### config.mk
export PLATFORM = sky130hd
export DESIGN_NAME = flg_guard
export DESIGN_NICKNAME = d
export VERILOG_FILES = /design/src/flg_pkg.sv /design/src/flg_lock_store.sv /design/src/flg_guard.sv
export VERILOG_INCLUDE_DIRS = /design/src
export SDC_FILE = /design/constraint.sdc
export NUM_CORES = 1
export LEC_CHECK = 0
export BUFFER_PORTS_ARGS = -buffer_cell sky130_fd_sc_hd__buf_2
export CAP_MARGIN = 5
export CELL_PAD_IN_SITES_DETAIL_PLACEMENT = 1
export CELL_PAD_IN_SITES_GLOBAL_PLACEMENT = 1
export CORE_ASPECT_RATIO = 1.2
export CORE_UTILIZATION = 40
export DETAILED_ROUTE_END_ITERATION = 8
export PLACE_DENSITY_LB_ADDON = 0.05
export SLEW_MARGIN = 20
export SYNTH_ARGS = -nofsm -noshare
export SYNTH_HDL_FRONTEND = slang
export SYNTH_SLANG_ARGS = --single-unit
export TNS_END_PERCENT = 50
### constraint.sdc
create_clock -name pclk -period 5.6 [get_ports pclk]
set_input_delay 1.12 -clock pclk [delete_from_list [all_inputs] [get_ports pclk]]
set_output_delay 1.12 -clock pclk [all_outputs]
set_load 0.05 [all_outputs]
### src/flg_regs.svh
// Register indices, bit positions, reset values and timing of the guard
`ifndef FLG_REGS_SVH
`define FLG_REGS_SVH

// ************************************************************
// Register indices (byte address is four times the index)
// ************************************************************
`define FLG_IDX_FLASH_STATUS 10'h1b3
`define FLG_IDX_CTRL_ZERO    10'h1b4
`define FLG_IDX_CTRL_ONE     10'h1b5
`define FLG_ADDR_W           12

// ************************************************************
// Field positions
// ************************************************************
`define FLG_C0_RME   1
`define FLG_C0_STOP  3
`define FLG_C0_SRST  4
`define FLG_C0_AEIE  6
`define FLG_C0_RDIE  7
`define FLG_C1_LOCKD 3
`define FLG_C1_BLK   4
`define FLG_ST_RDYF  0
`define FLG_ST_AERF  1
`define FLG_ST_BSY   7

// ************************************************************
// Widths and reset values
// ************************************************************
`define FLG_BLK_W       4
`define FLG_NUM_DBLK    4
`define FLG_RST_BYTE    8'h00
`define FLG_RST_BLK     4'h0
`define FLG_LOCK_OPEN   1'b1
`define FLG_LOCK_SHUT   1'b0

// ************************************************************
// Timing: stop and wake settle time at a 125 MHz clock
// ************************************************************
`define FLG_CLK_NS       8
`define FLG_STOP_TIME_NS 100
`define FLG_STOP_CYC \
  ((`FLG_STOP_TIME_NS + `FLG_CLK_NS - 1) / `FLG_CLK_NS)

`endif

### src/flg_pkg.sv
// Types shared by the lock and rewrite guard
`default_nettype none
`include "flg_regs.svh"

package flg_pkg;

  // Events reported by the flash sequencer engine
  typedef struct packed {
    logic                  busy;          // Engine busy level
    logic                  program_done;  // Program completed
    logic                  erase_done;    // Block erase completed
    logic                  seq_error;     // Command sequence error
    logic                  suspend_enter; // Erase-suspend entered
    logic                  array_access;  // Array read by the CPU
    logic                  lock_prog;     // Lock-bit program done
    logic                  prog_area;     // Done event in program area
    logic [`FLG_BLK_W-1:0] block;         // Block of the done event
  } flg_evt_t;

  // Program or erase command request
  typedef struct packed {
    logic                  valid;
    logic                  prog_area;
    logic [`FLG_BLK_W-1:0] block;
  } flg_cmd_t;

  // Flash power sequence
  typedef enum logic [3:0] {
    PWR_RUN      = 4'b0001,
    PWR_STOPPING = 4'b0010,
    PWR_STOPPED  = 4'b0100,
    PWR_WAKING   = 4'b1000
  } flg_pwr_t;

endpackage

`default_nettype wire

### src/flg_lock_store.sv
// Stored lock bits of the program area blocks, registered read port
`default_nettype none
`include "flg_regs.svh"

module flg_lock_store #(
  parameter int AW = `FLG_BLK_W
) (
  input  wire logic          clk,
  input  wire logic          rstn,
  input  wire logic          wr_en,
  input  wire logic [AW-1:0] wr_addr,
  input  wire logic          wr_data,
  input  wire logic [AW-1:0] rd_addr,
  output logic               rd_data
);

  // ************************************************************
  // Storage
  // ************************************************************
  logic [(2**AW)-1:0] bits;   // One lock bit per block

  // Only explicit writes change a lock bit
  always_ff @(posedge clk or negedge rstn) begin
    if (!rstn) begin
      bits <= {(2**AW){`FLG_LOCK_OPEN}};
    end else if (wr_en) begin
      bits[wr_addr] <= wr_data;
    end
  end

  // Registered read keeps the output glitch free
  always_ff @(posedge clk or negedge rstn) begin
    if (!rstn) begin
      rd_data <= `FLG_LOCK_OPEN;
    end else begin
      rd_data <= bits[rd_addr];
    end
  end

endmodule

`default_nettype wire

### src/flg_guard.sv
// Lock-disable, block rewrite-disable and flag logic of the sequencer
//
// Functional notes
// - Access during rewrite raises access-error interrupt
// - Busy to ready raises ready interrupt
// - Control one resets zero, low bits zero
// - Bit 3 is lock-disable
// - Bits 4-7 disable blocks A to D
// - Rewrite mode off clears block bits
// - Lock-disable alters a stored lock bit only through an erase
// - Erase under lock-disable unlocks the block
// - Completion, error or suspend clears lock-disable
// - Mode off, stop, sequence reset clear it
// - Only software sets lock-disable
// - Enabled block accepts program and erase
// - Disabled block rejects silently
// - Commands only in rewrite mode
// - Busy flag zero during operations
// - Sequence reset stops engine, reads zero
//
// Design decision made here: the APB slave port.
`default_nettype none
`include "flg_regs.svh"

module flg_guard
  import flg_pkg::*;
#(
  parameter int STOP_CYC = `FLG_STOP_CYC
) (
  input  wire logic                     pclk,
  input  wire logic                     presetn,
  input  wire logic                     psel,
  input  wire logic                     penable,
  input  wire logic                     pwrite,
  input  wire logic [`FLG_ADDR_W-1:0]   paddr,
  input  wire logic [31:0]              pwdata,
  output logic      [31:0]              prdata,
  output logic                          pready,
  output logic                          pslverr,
  input  wire flg_evt_t                 evt,
  input  wire flg_cmd_t                 cmd,
  output logic                          cmd_accept,
  output logic                          cmd_reject,
  output logic                          rewrite_mode_enable,
  output logic                          flash_stop,
  output logic                          sequence_reset,
  output logic                          lock_disable,
  output logic [`FLG_NUM_DBLK-1:0]      block_rewrite_disable,
  output logic                          busy_ready_flag,
  output logic                          access_error_irq,
  output logic                          ready_irq
);

  // ************************************************************
  // Address decode
  // ************************************************************
  // Byte address match of one register index
  function automatic logic flg_hit(input logic [`FLG_ADDR_W-1:0] a,
                                   input logic [9:0] idx);
    flg_hit = (a == {idx, 2'b00});
  endfunction

  wire hit_st = flg_hit(paddr, `FLG_IDX_FLASH_STATUS);
  wire hit_c0 = flg_hit(paddr, `FLG_IDX_CTRL_ZERO);
  wire hit_c1 = flg_hit(paddr, `FLG_IDX_CTRL_ONE);
  wire hit_any = hit_st | hit_c0 | hit_c1;
  wire access  = psel & penable;          // Access phase
  wire setup   = psel & ~penable;         // Setup phase
  wire wr      = access & pwrite & hit_any;
  wire wr_st   = wr & hit_st;             // Status write
  wire wr_c0   = wr & hit_c0;             // Control zero write
  wire wr_c1   = wr & hit_c1;             // Control one write

  // Zero wait states; unmapped addresses answer with an error
  assign pready  = 1'b1;
  assign pslverr = access & ~hit_any;

  // ************************************************************
  // State
  // ************************************************************
  logic     ae_irq_en;     // Access-error interrupt enable
  logic     rdy_irq_en;    // Ready interrupt enable
  logic     access_error_flag;
  logic     ready_irq_flag;
  logic     busy_q;        // Busy of previous cycle
  flg_pwr_t pwr;           // Power sequence state
  flg_pwr_t next_pwr;
  logic [7:0] timer;       // Stop and wake settle count
  flg_cmd_t cmd_q;         // Command waiting for lock read
  logic     lock_rd;       // Stored lock bit of cmd_q block

  // ************************************************************
  // Control zero: mode, stop, sequence reset, enables
  // ************************************************************
  wire next_rme  = wr_c0 ? pwdata[`FLG_C0_RME] : rewrite_mode_enable;
  // Stop can only be set while rewrite mode is being kept on
  wire next_stop = wr_c0 ? (pwdata[`FLG_C0_STOP] & pwdata[`FLG_C0_RME])
                         : flash_stop;
  wire srst_wr   = wr_c0 & pwdata[`FLG_C0_SRST];
  wire stop_rise = next_stop & ~flash_stop;
  wire rme_fall  = ~next_rme & rewrite_mode_enable;

  // Register of mode, stop and interrupt enables
  always_ff @(posedge pclk or negedge presetn) begin
    if (!presetn) begin
      rewrite_mode_enable <= 1'b0;
      flash_stop          <= 1'b0;
      ae_irq_en           <= 1'b0;
      rdy_irq_en          <= 1'b0;
    end else begin
      rewrite_mode_enable <= next_rme;
      flash_stop          <= next_stop;
      if (wr_c0) begin
        ae_irq_en  <= pwdata[`FLG_C0_AEIE];
        rdy_irq_en <= pwdata[`FLG_C0_RDIE];
      end
    end
  end

  // Reset pulse reaches the engine only in rewrite mode while busy
  always_ff @(posedge pclk or negedge presetn) begin
    if (!presetn) begin
      sequence_reset <= 1'b0;
    end else begin
      sequence_reset <= srst_wr & rewrite_mode_enable & evt.busy;
    end
  end

  // ************************************************************
  // Control one: lock-disable and block rewrite-disable
  // ************************************************************
  // Any hardware clear condition; these win over a software set
  wire lockd_clr = evt.program_done | evt.erase_done
                 | evt.seq_error | evt.suspend_enter
                 | rme_fall | ~next_rme
                 | stop_rise | srst_wr;
  wire next_lockd = lockd_clr ? 1'b0
                  : wr_c1 ? pwdata[`FLG_C1_LOCKD]
                  : lock_disable;

  // Lock-disable register; no event can set it
  always_ff @(posedge pclk or negedge presetn) begin
    if (!presetn) begin
      lock_disable <= 1'b0;
    end else begin
      lock_disable <= next_lockd;
    end
  end

  // Per-block disable bits, forced low while rewrite mode is off
  genvar gi;
  generate
    for (gi = 0; gi < `FLG_NUM_DBLK; gi++) begin : g_blk
      wire next_dis = ~next_rme ? 1'b0
                    : wr_c1 ? pwdata[`FLG_C1_BLK + gi]
                    : block_rewrite_disable[gi];
      always_ff @(posedge pclk or negedge presetn) begin
        if (!presetn) begin
          block_rewrite_disable[gi] <= 1'b0;
        end else begin
          block_rewrite_disable[gi] <= next_dis;
        end
      end
    end
  endgenerate

  // ************************************************************
  // Power sequence: stop and wake are busy periods
  // ************************************************************
  wire timer_done = (timer == 8'h00);

  // Next power state
  always_comb begin
    next_pwr = pwr;
    unique case (pwr)
      PWR_RUN:      if (flash_stop) next_pwr = PWR_STOPPING;
      PWR_STOPPING: if (timer_done) next_pwr = PWR_STOPPED;
      PWR_STOPPED:  if (!flash_stop) next_pwr = PWR_WAKING;
      PWR_WAKING:   if (timer_done) next_pwr = PWR_RUN;
      default:      next_pwr = PWR_RUN;  // Illegal code recovers
    endcase
  end

  // State and settle timer
  always_ff @(posedge pclk or negedge presetn) begin
    if (!presetn) begin
      pwr   <= PWR_RUN;
      timer <= 8'h00;
    end else begin
      pwr <= next_pwr;
      if (next_pwr != pwr) begin
        timer <= 8'(STOP_CYC - 1);
      end else if (!timer_done) begin
        timer <= timer - 8'h01;
      end
    end
  end

  // ************************************************************
  // Busy/ready status and sticky flags
  // ************************************************************
  wire busy_all = evt.busy
                | (pwr == PWR_STOPPING) | (pwr == PWR_WAKING);
  wire rdy_evt  = busy_q & ~busy_all;
  wire ae_evt   = evt.array_access & busy_all;

  assign busy_ready_flag = ~busy_all;

  // Set wins over a software clear in the same cycle
  always_ff @(posedge pclk or negedge presetn) begin
    if (!presetn) begin
      busy_q            <= 1'b0;
      ready_irq_flag    <= 1'b0;
      access_error_flag <= 1'b0;
    end else begin
      busy_q <= busy_all;
      if (rdy_evt) begin
        ready_irq_flag <= 1'b1;
      end else if (wr_st && !pwdata[`FLG_ST_RDYF]) begin
        ready_irq_flag <= 1'b0;
      end
      if (ae_evt) begin
        access_error_flag <= 1'b1;
      end else if (wr_st && !pwdata[`FLG_ST_AERF]) begin
        access_error_flag <= 1'b0;
      end
    end
  end

  assign ready_irq        = ready_irq_flag & rdy_irq_en;
  assign access_error_irq = access_error_flag & ae_irq_en;

  // ************************************************************
  // Lock bits: only erase and lock program touch them
  // ************************************************************
  wire unlock_wr = evt.erase_done & evt.prog_area & lock_disable;
  wire lk_wr_en  = unlock_wr | evt.lock_prog;
  wire lk_wr_dat = unlock_wr ? `FLG_LOCK_OPEN : `FLG_LOCK_SHUT;

  flg_lock_store #(
    .AW (`FLG_BLK_W)
  ) i_flg_lock_store (
    .clk     (pclk),
    .rstn    (presetn),
    .wr_en   (lk_wr_en),
    .wr_addr (evt.block),
    .wr_data (lk_wr_dat),
    .rd_addr (cmd.block),
    .rd_data (lock_rd)
  );

  // ************************************************************
  // Command gate: decided one cycle after the lock read
  // ************************************************************
  wire dblk_ok  = (cmd_q.block < `FLG_BLK_W'(`FLG_NUM_DBLK));
  wire dblk_en  = dblk_ok &&
                  !block_rewrite_disable[cmd_q.block[1:0]];
  wire area_ok  = cmd_q.prog_area ? (lock_rd | lock_disable)
                                  : dblk_en;
  wire cmd_ok   = rewrite_mode_enable & ~flash_stop & area_ok;

  // Accept or reject pulse; a rejection raises no error flag
  always_ff @(posedge pclk or negedge presetn) begin
    if (!presetn) begin
      cmd_q      <= '0;
      cmd_accept <= 1'b0;
      cmd_reject <= 1'b0;
    end else begin
      cmd_q      <= cmd;
      cmd_accept <= cmd_q.valid & cmd_ok;
      cmd_reject <= cmd_q.valid & ~cmd_ok;
    end
  end

  // ************************************************************
  // Read data, captured in the setup phase
  // ************************************************************
  wire [7:0] st_byte = (8'(~busy_all) << `FLG_ST_BSY)
                     | (8'(access_error_flag) << `FLG_ST_AERF)
                     | (8'(ready_irq_flag) << `FLG_ST_RDYF);
  // Sequence reset bit always reads zero
  wire [7:0] c0_byte = (8'(rewrite_mode_enable) << `FLG_C0_RME)
                     | (8'(flash_stop) << `FLG_C0_STOP)
                     | (8'(ae_irq_en) << `FLG_C0_AEIE)
                     | (8'(rdy_irq_en) << `FLG_C0_RDIE);
  // Low three bits unassigned and read zero
  wire [7:0] c1_byte = (8'(block_rewrite_disable) << `FLG_C1_BLK)
                     | (8'(lock_disable) << `FLG_C1_LOCKD);
  wire [7:0] rd_byte = hit_st ? st_byte
                     : hit_c0 ? c0_byte
                     : hit_c1 ? c1_byte
                     : `FLG_RST_BYTE;

  // Capturing early lets the access phase finish at once
  always_ff @(posedge pclk or negedge presetn) begin
    if (!presetn) begin
      prdata <= 32'h0000_0000;
    end else if (setup) begin
      prdata <= {24'h00_0000, rd_byte};
    end
  end
endmodule

`default_nettype wire

==> qor.txt <==
status: finished, final reports clean
Reg clk slew, reported paths: 0.06 ns
htree depth: 3
Placer Congestion: 0.757
layout cells sized above 1: 37.0%
post-layout min period: 3.41 ns
Psw: 338 µW
synthesized area per cell: 10.8 µm²
ys async rst share: 100%
max-slew violation count: 0
power share of the clock group: 32.1%
Num Clock Sinks: 57
Seq/Total Area, Yosys: 46.7%
Filler Cells Inserted: 852
largest net degree at the start of global routing: 58
worst slew pin tran: 0.741 ns
maximum fanout along the worst path: 3
first-pass GRT wire length: 11,600 µm
CTS Buf Count: 9
FF-to-FF setup slack: 3.38 ns
DRT iter0 DRCs: 91
sequential share of power: 47.2%
GRT Util Overall: 19.1%
CTS tree: done
worst ir drop on vdd: 0.000221 V
Switching Share: 33.7%
logic gate share of total power: 20.7%
drt total wl: 7270 µm
Total Die Area: 0.00811 mm²
diode count: 0
Starting Density: 42.2%
most area-hungry cell type in the Yosys netlist: dfrtp_1
max incr delay on CP: 0.39 ns
Internal: 665 µW
synthesized area: 0.00310 mm²
First-pass DRT Iterations: 4
Fin Clk Skew: 0.00849 ns
clock buffer depth: 2
Yosys top cell area share: 31.5%
kind of end point of the critical path: primary output
IO Port Bufs: 62
cell row count: 34
critical path type: in -> out
pre-CTS WS: 2.19 ns
Max Fclk: 293 MHz
initial antenna violation count: 0
P&R area growth vs syn: 14.6%
Worst Setup Start Kind: primary input
total number of vias: 2,361
LEAKAGE: 0.00159 µW
RSZ-0062 raised after global routing: no
Routed Antenna Nets: 0
Core Area: 0.00736 mm²
Crit path arrival time: 2.29 ns
Setup WS post-layout: 2.19 ns
WL per Instance: 16.4 µm
Post-synth EDFFs: 0
number of nets in the layout: 417
Worst Path Buf+Inv: 2
Clock Latency Late Sink: 0.33 ns
pwr dens: 282 mW/mm²
Yosys cell types: 55
gr ovfl total: 0
vias in the first global route: 2,456
CTS hold repair buffers: 0
die span in y: 98.5 µm
worst min-delay path class: reg -> reg
total power: 1000 µW
setup TNS: 0 ns
top cells by area, synth: dfrtp_1 31%, dfstp_2 15%, buf_4 6.3%, mux2_2 5.8%, mux4_2 4.4%
final setup fails: 0
Yosys reg bits: 57
Synth Flop Type: dfrtp_1
cells after synthesis: 288
crit-path cells: buf_2 -> or3b_1 -> nor3_1 -> a21oi_1 -> buf_2
leading cell type in the layout, fill and taps excluded: buf_2
DRC: 0
postcts setup bufs: 0
vias per std cell: 5.32
hpwl dp: 5320 µm
Final period util: 60.9%
CP max-delay cell: or3b_1
Most common cell on crit path: buf_2
yosys warns: 0
most frequent cells in the layout: 62 x buf_2, 39 x dfrtp_1, 26 x conb_1, 23 x nand2_1, 18 x dfstp_2
IO Pins: 114
family with the most delay on the worst path: simple AND/OR/NAND/NOR gates
DIE WIDTH: 82.4 µm
post_cts resized: 0
worst rel slew slack: 50.6%
WP data required: 4.48 ns
final count of hold timing violations: 0
CTS root buf: clkbuf_8
MaxCap Viol Count: 0
==> layout make-up <==
type	count	area (µm²)	area share, %
tap	90	113	3.17
multi-input combinational	209	1480	41.6
timing repair buffer	63	318	8.94
clock buffer	10	128	3.59
sequential	57	1450	40.7
clock inverter	6	35.0	0.985
inverter	9	33.8	0.950
==> sequential cells by signal, indices dropped and copies added, names as in the netlist <==
register / flops
block_rewrite_disable: 4
ready_irq_flag: 1
sequence_reset: 1
cmd_reject: 1
lock_disable: 1
cmd_accept: 1
i_flg_lock_store.bits: 16
prdata: 7
busy_q: 1
rdy_irq_en: 1
i_flg_lock_store.rd_data: 1
access_error_flag: 1
pwr: 4
timer: 8
rewrite_mode_enable: 1
ae_irq_en: 1
flash_stop: 1
cmd_q: 6
==> cell families after synthesis <==
group,synth area share (%)
other cells,0.242
xor+xnor,0.847
simple gates,19.2
compound gates,10.2
fa+ha+maj,0.403
flops,46.7
buf+inv,8.71
mux,13.7
==> worst paths after layout <==
path / depth (start not counted) / start / to
min: 2 / busy_q / ready_irq_flag
max reg2reg: 6 / timer[0] / timer[1]
min reg2reg: 2 / busy_q / ready_irq_flag
max in group asynchronous: 2 / presetn / ae_irq_en
min in group asynchronous: 2 / presetn / pwr[1]
max: 5 / paddr[8] / pslverr
==> power groups by stage <==
stage | registers (µW) | clock network, µW | logic, µW
2_1_floorplan | 470 | 0 | 170
3_3_place_gp | 479 | 0 | 205
4_1_cts | 472 | 337 | 210
5_1_grt | 478 | 354 | 229
6_report | 473 | 322 | 208
3_5_place_dp | 479 | 0 | 209
==> cells in the mapped netlist, types with 2 or more instances <==
cell type  count
nor2_1        11
conb_1         2
mux2_2        16
and4_1         2
nand2b_1       4
o41ai_1        2
clkbuf_1      11
xnor2_1        2
nor2b_1        6
inv_1          9
nor3_1        12
nor3b_1        2
a21oi_1       10
nand3_1        8
a21o_1         4
nand2_1       23
or2_2          3
mux4_2         6
mux2i_1        8
o21ai_0        7
a31oi_1        3
o311a_1        2
or4_1          4
or3_1          5
buf_4         26
dfstp_2       18
nor4_1         3
nor4bb_1       2
mux2_4         2
dfrtp_1       39
and2_1         3
a32o_1         2
nand4_1        5
a22o_1         2
o31ai_1        2
a211oi_1       3
==> tightest hold or removal path, stage by stage, from the launching register on <==
cell,delay [ns]
dfrtp_1,0.32
nand2_1,0.05
nand2_1,0.05
==> metrics by stage <==
step                area [µm²]  std cells  hold WS, ns  util [%]
floorplan                 3190        312        0.414         -
global placement          3390        428        0.445      46.0
detailed placement        3390        428        0.439      46.0
CTS                       3550        444        0.444      48.2
global route              3560        444        0.467      48.3
finish                    3560        444        0.441      48.3
==> routing by layer <==
metal / wire (µm) / part of all wire (%) / up-vias / global-route usage (%)
met5: 0 / 0 / - / 0
met4: 97 / 1.3 / 0 / 7.83
met3: 255 / 3.5 / 8 / 3.70
met2: 3750 / 52 / 59 / 32.0
met1: 3160 / 43 / 1172 / 23.8
li1: - / - / 1122 / -
(Power assumes the default switching activity.)
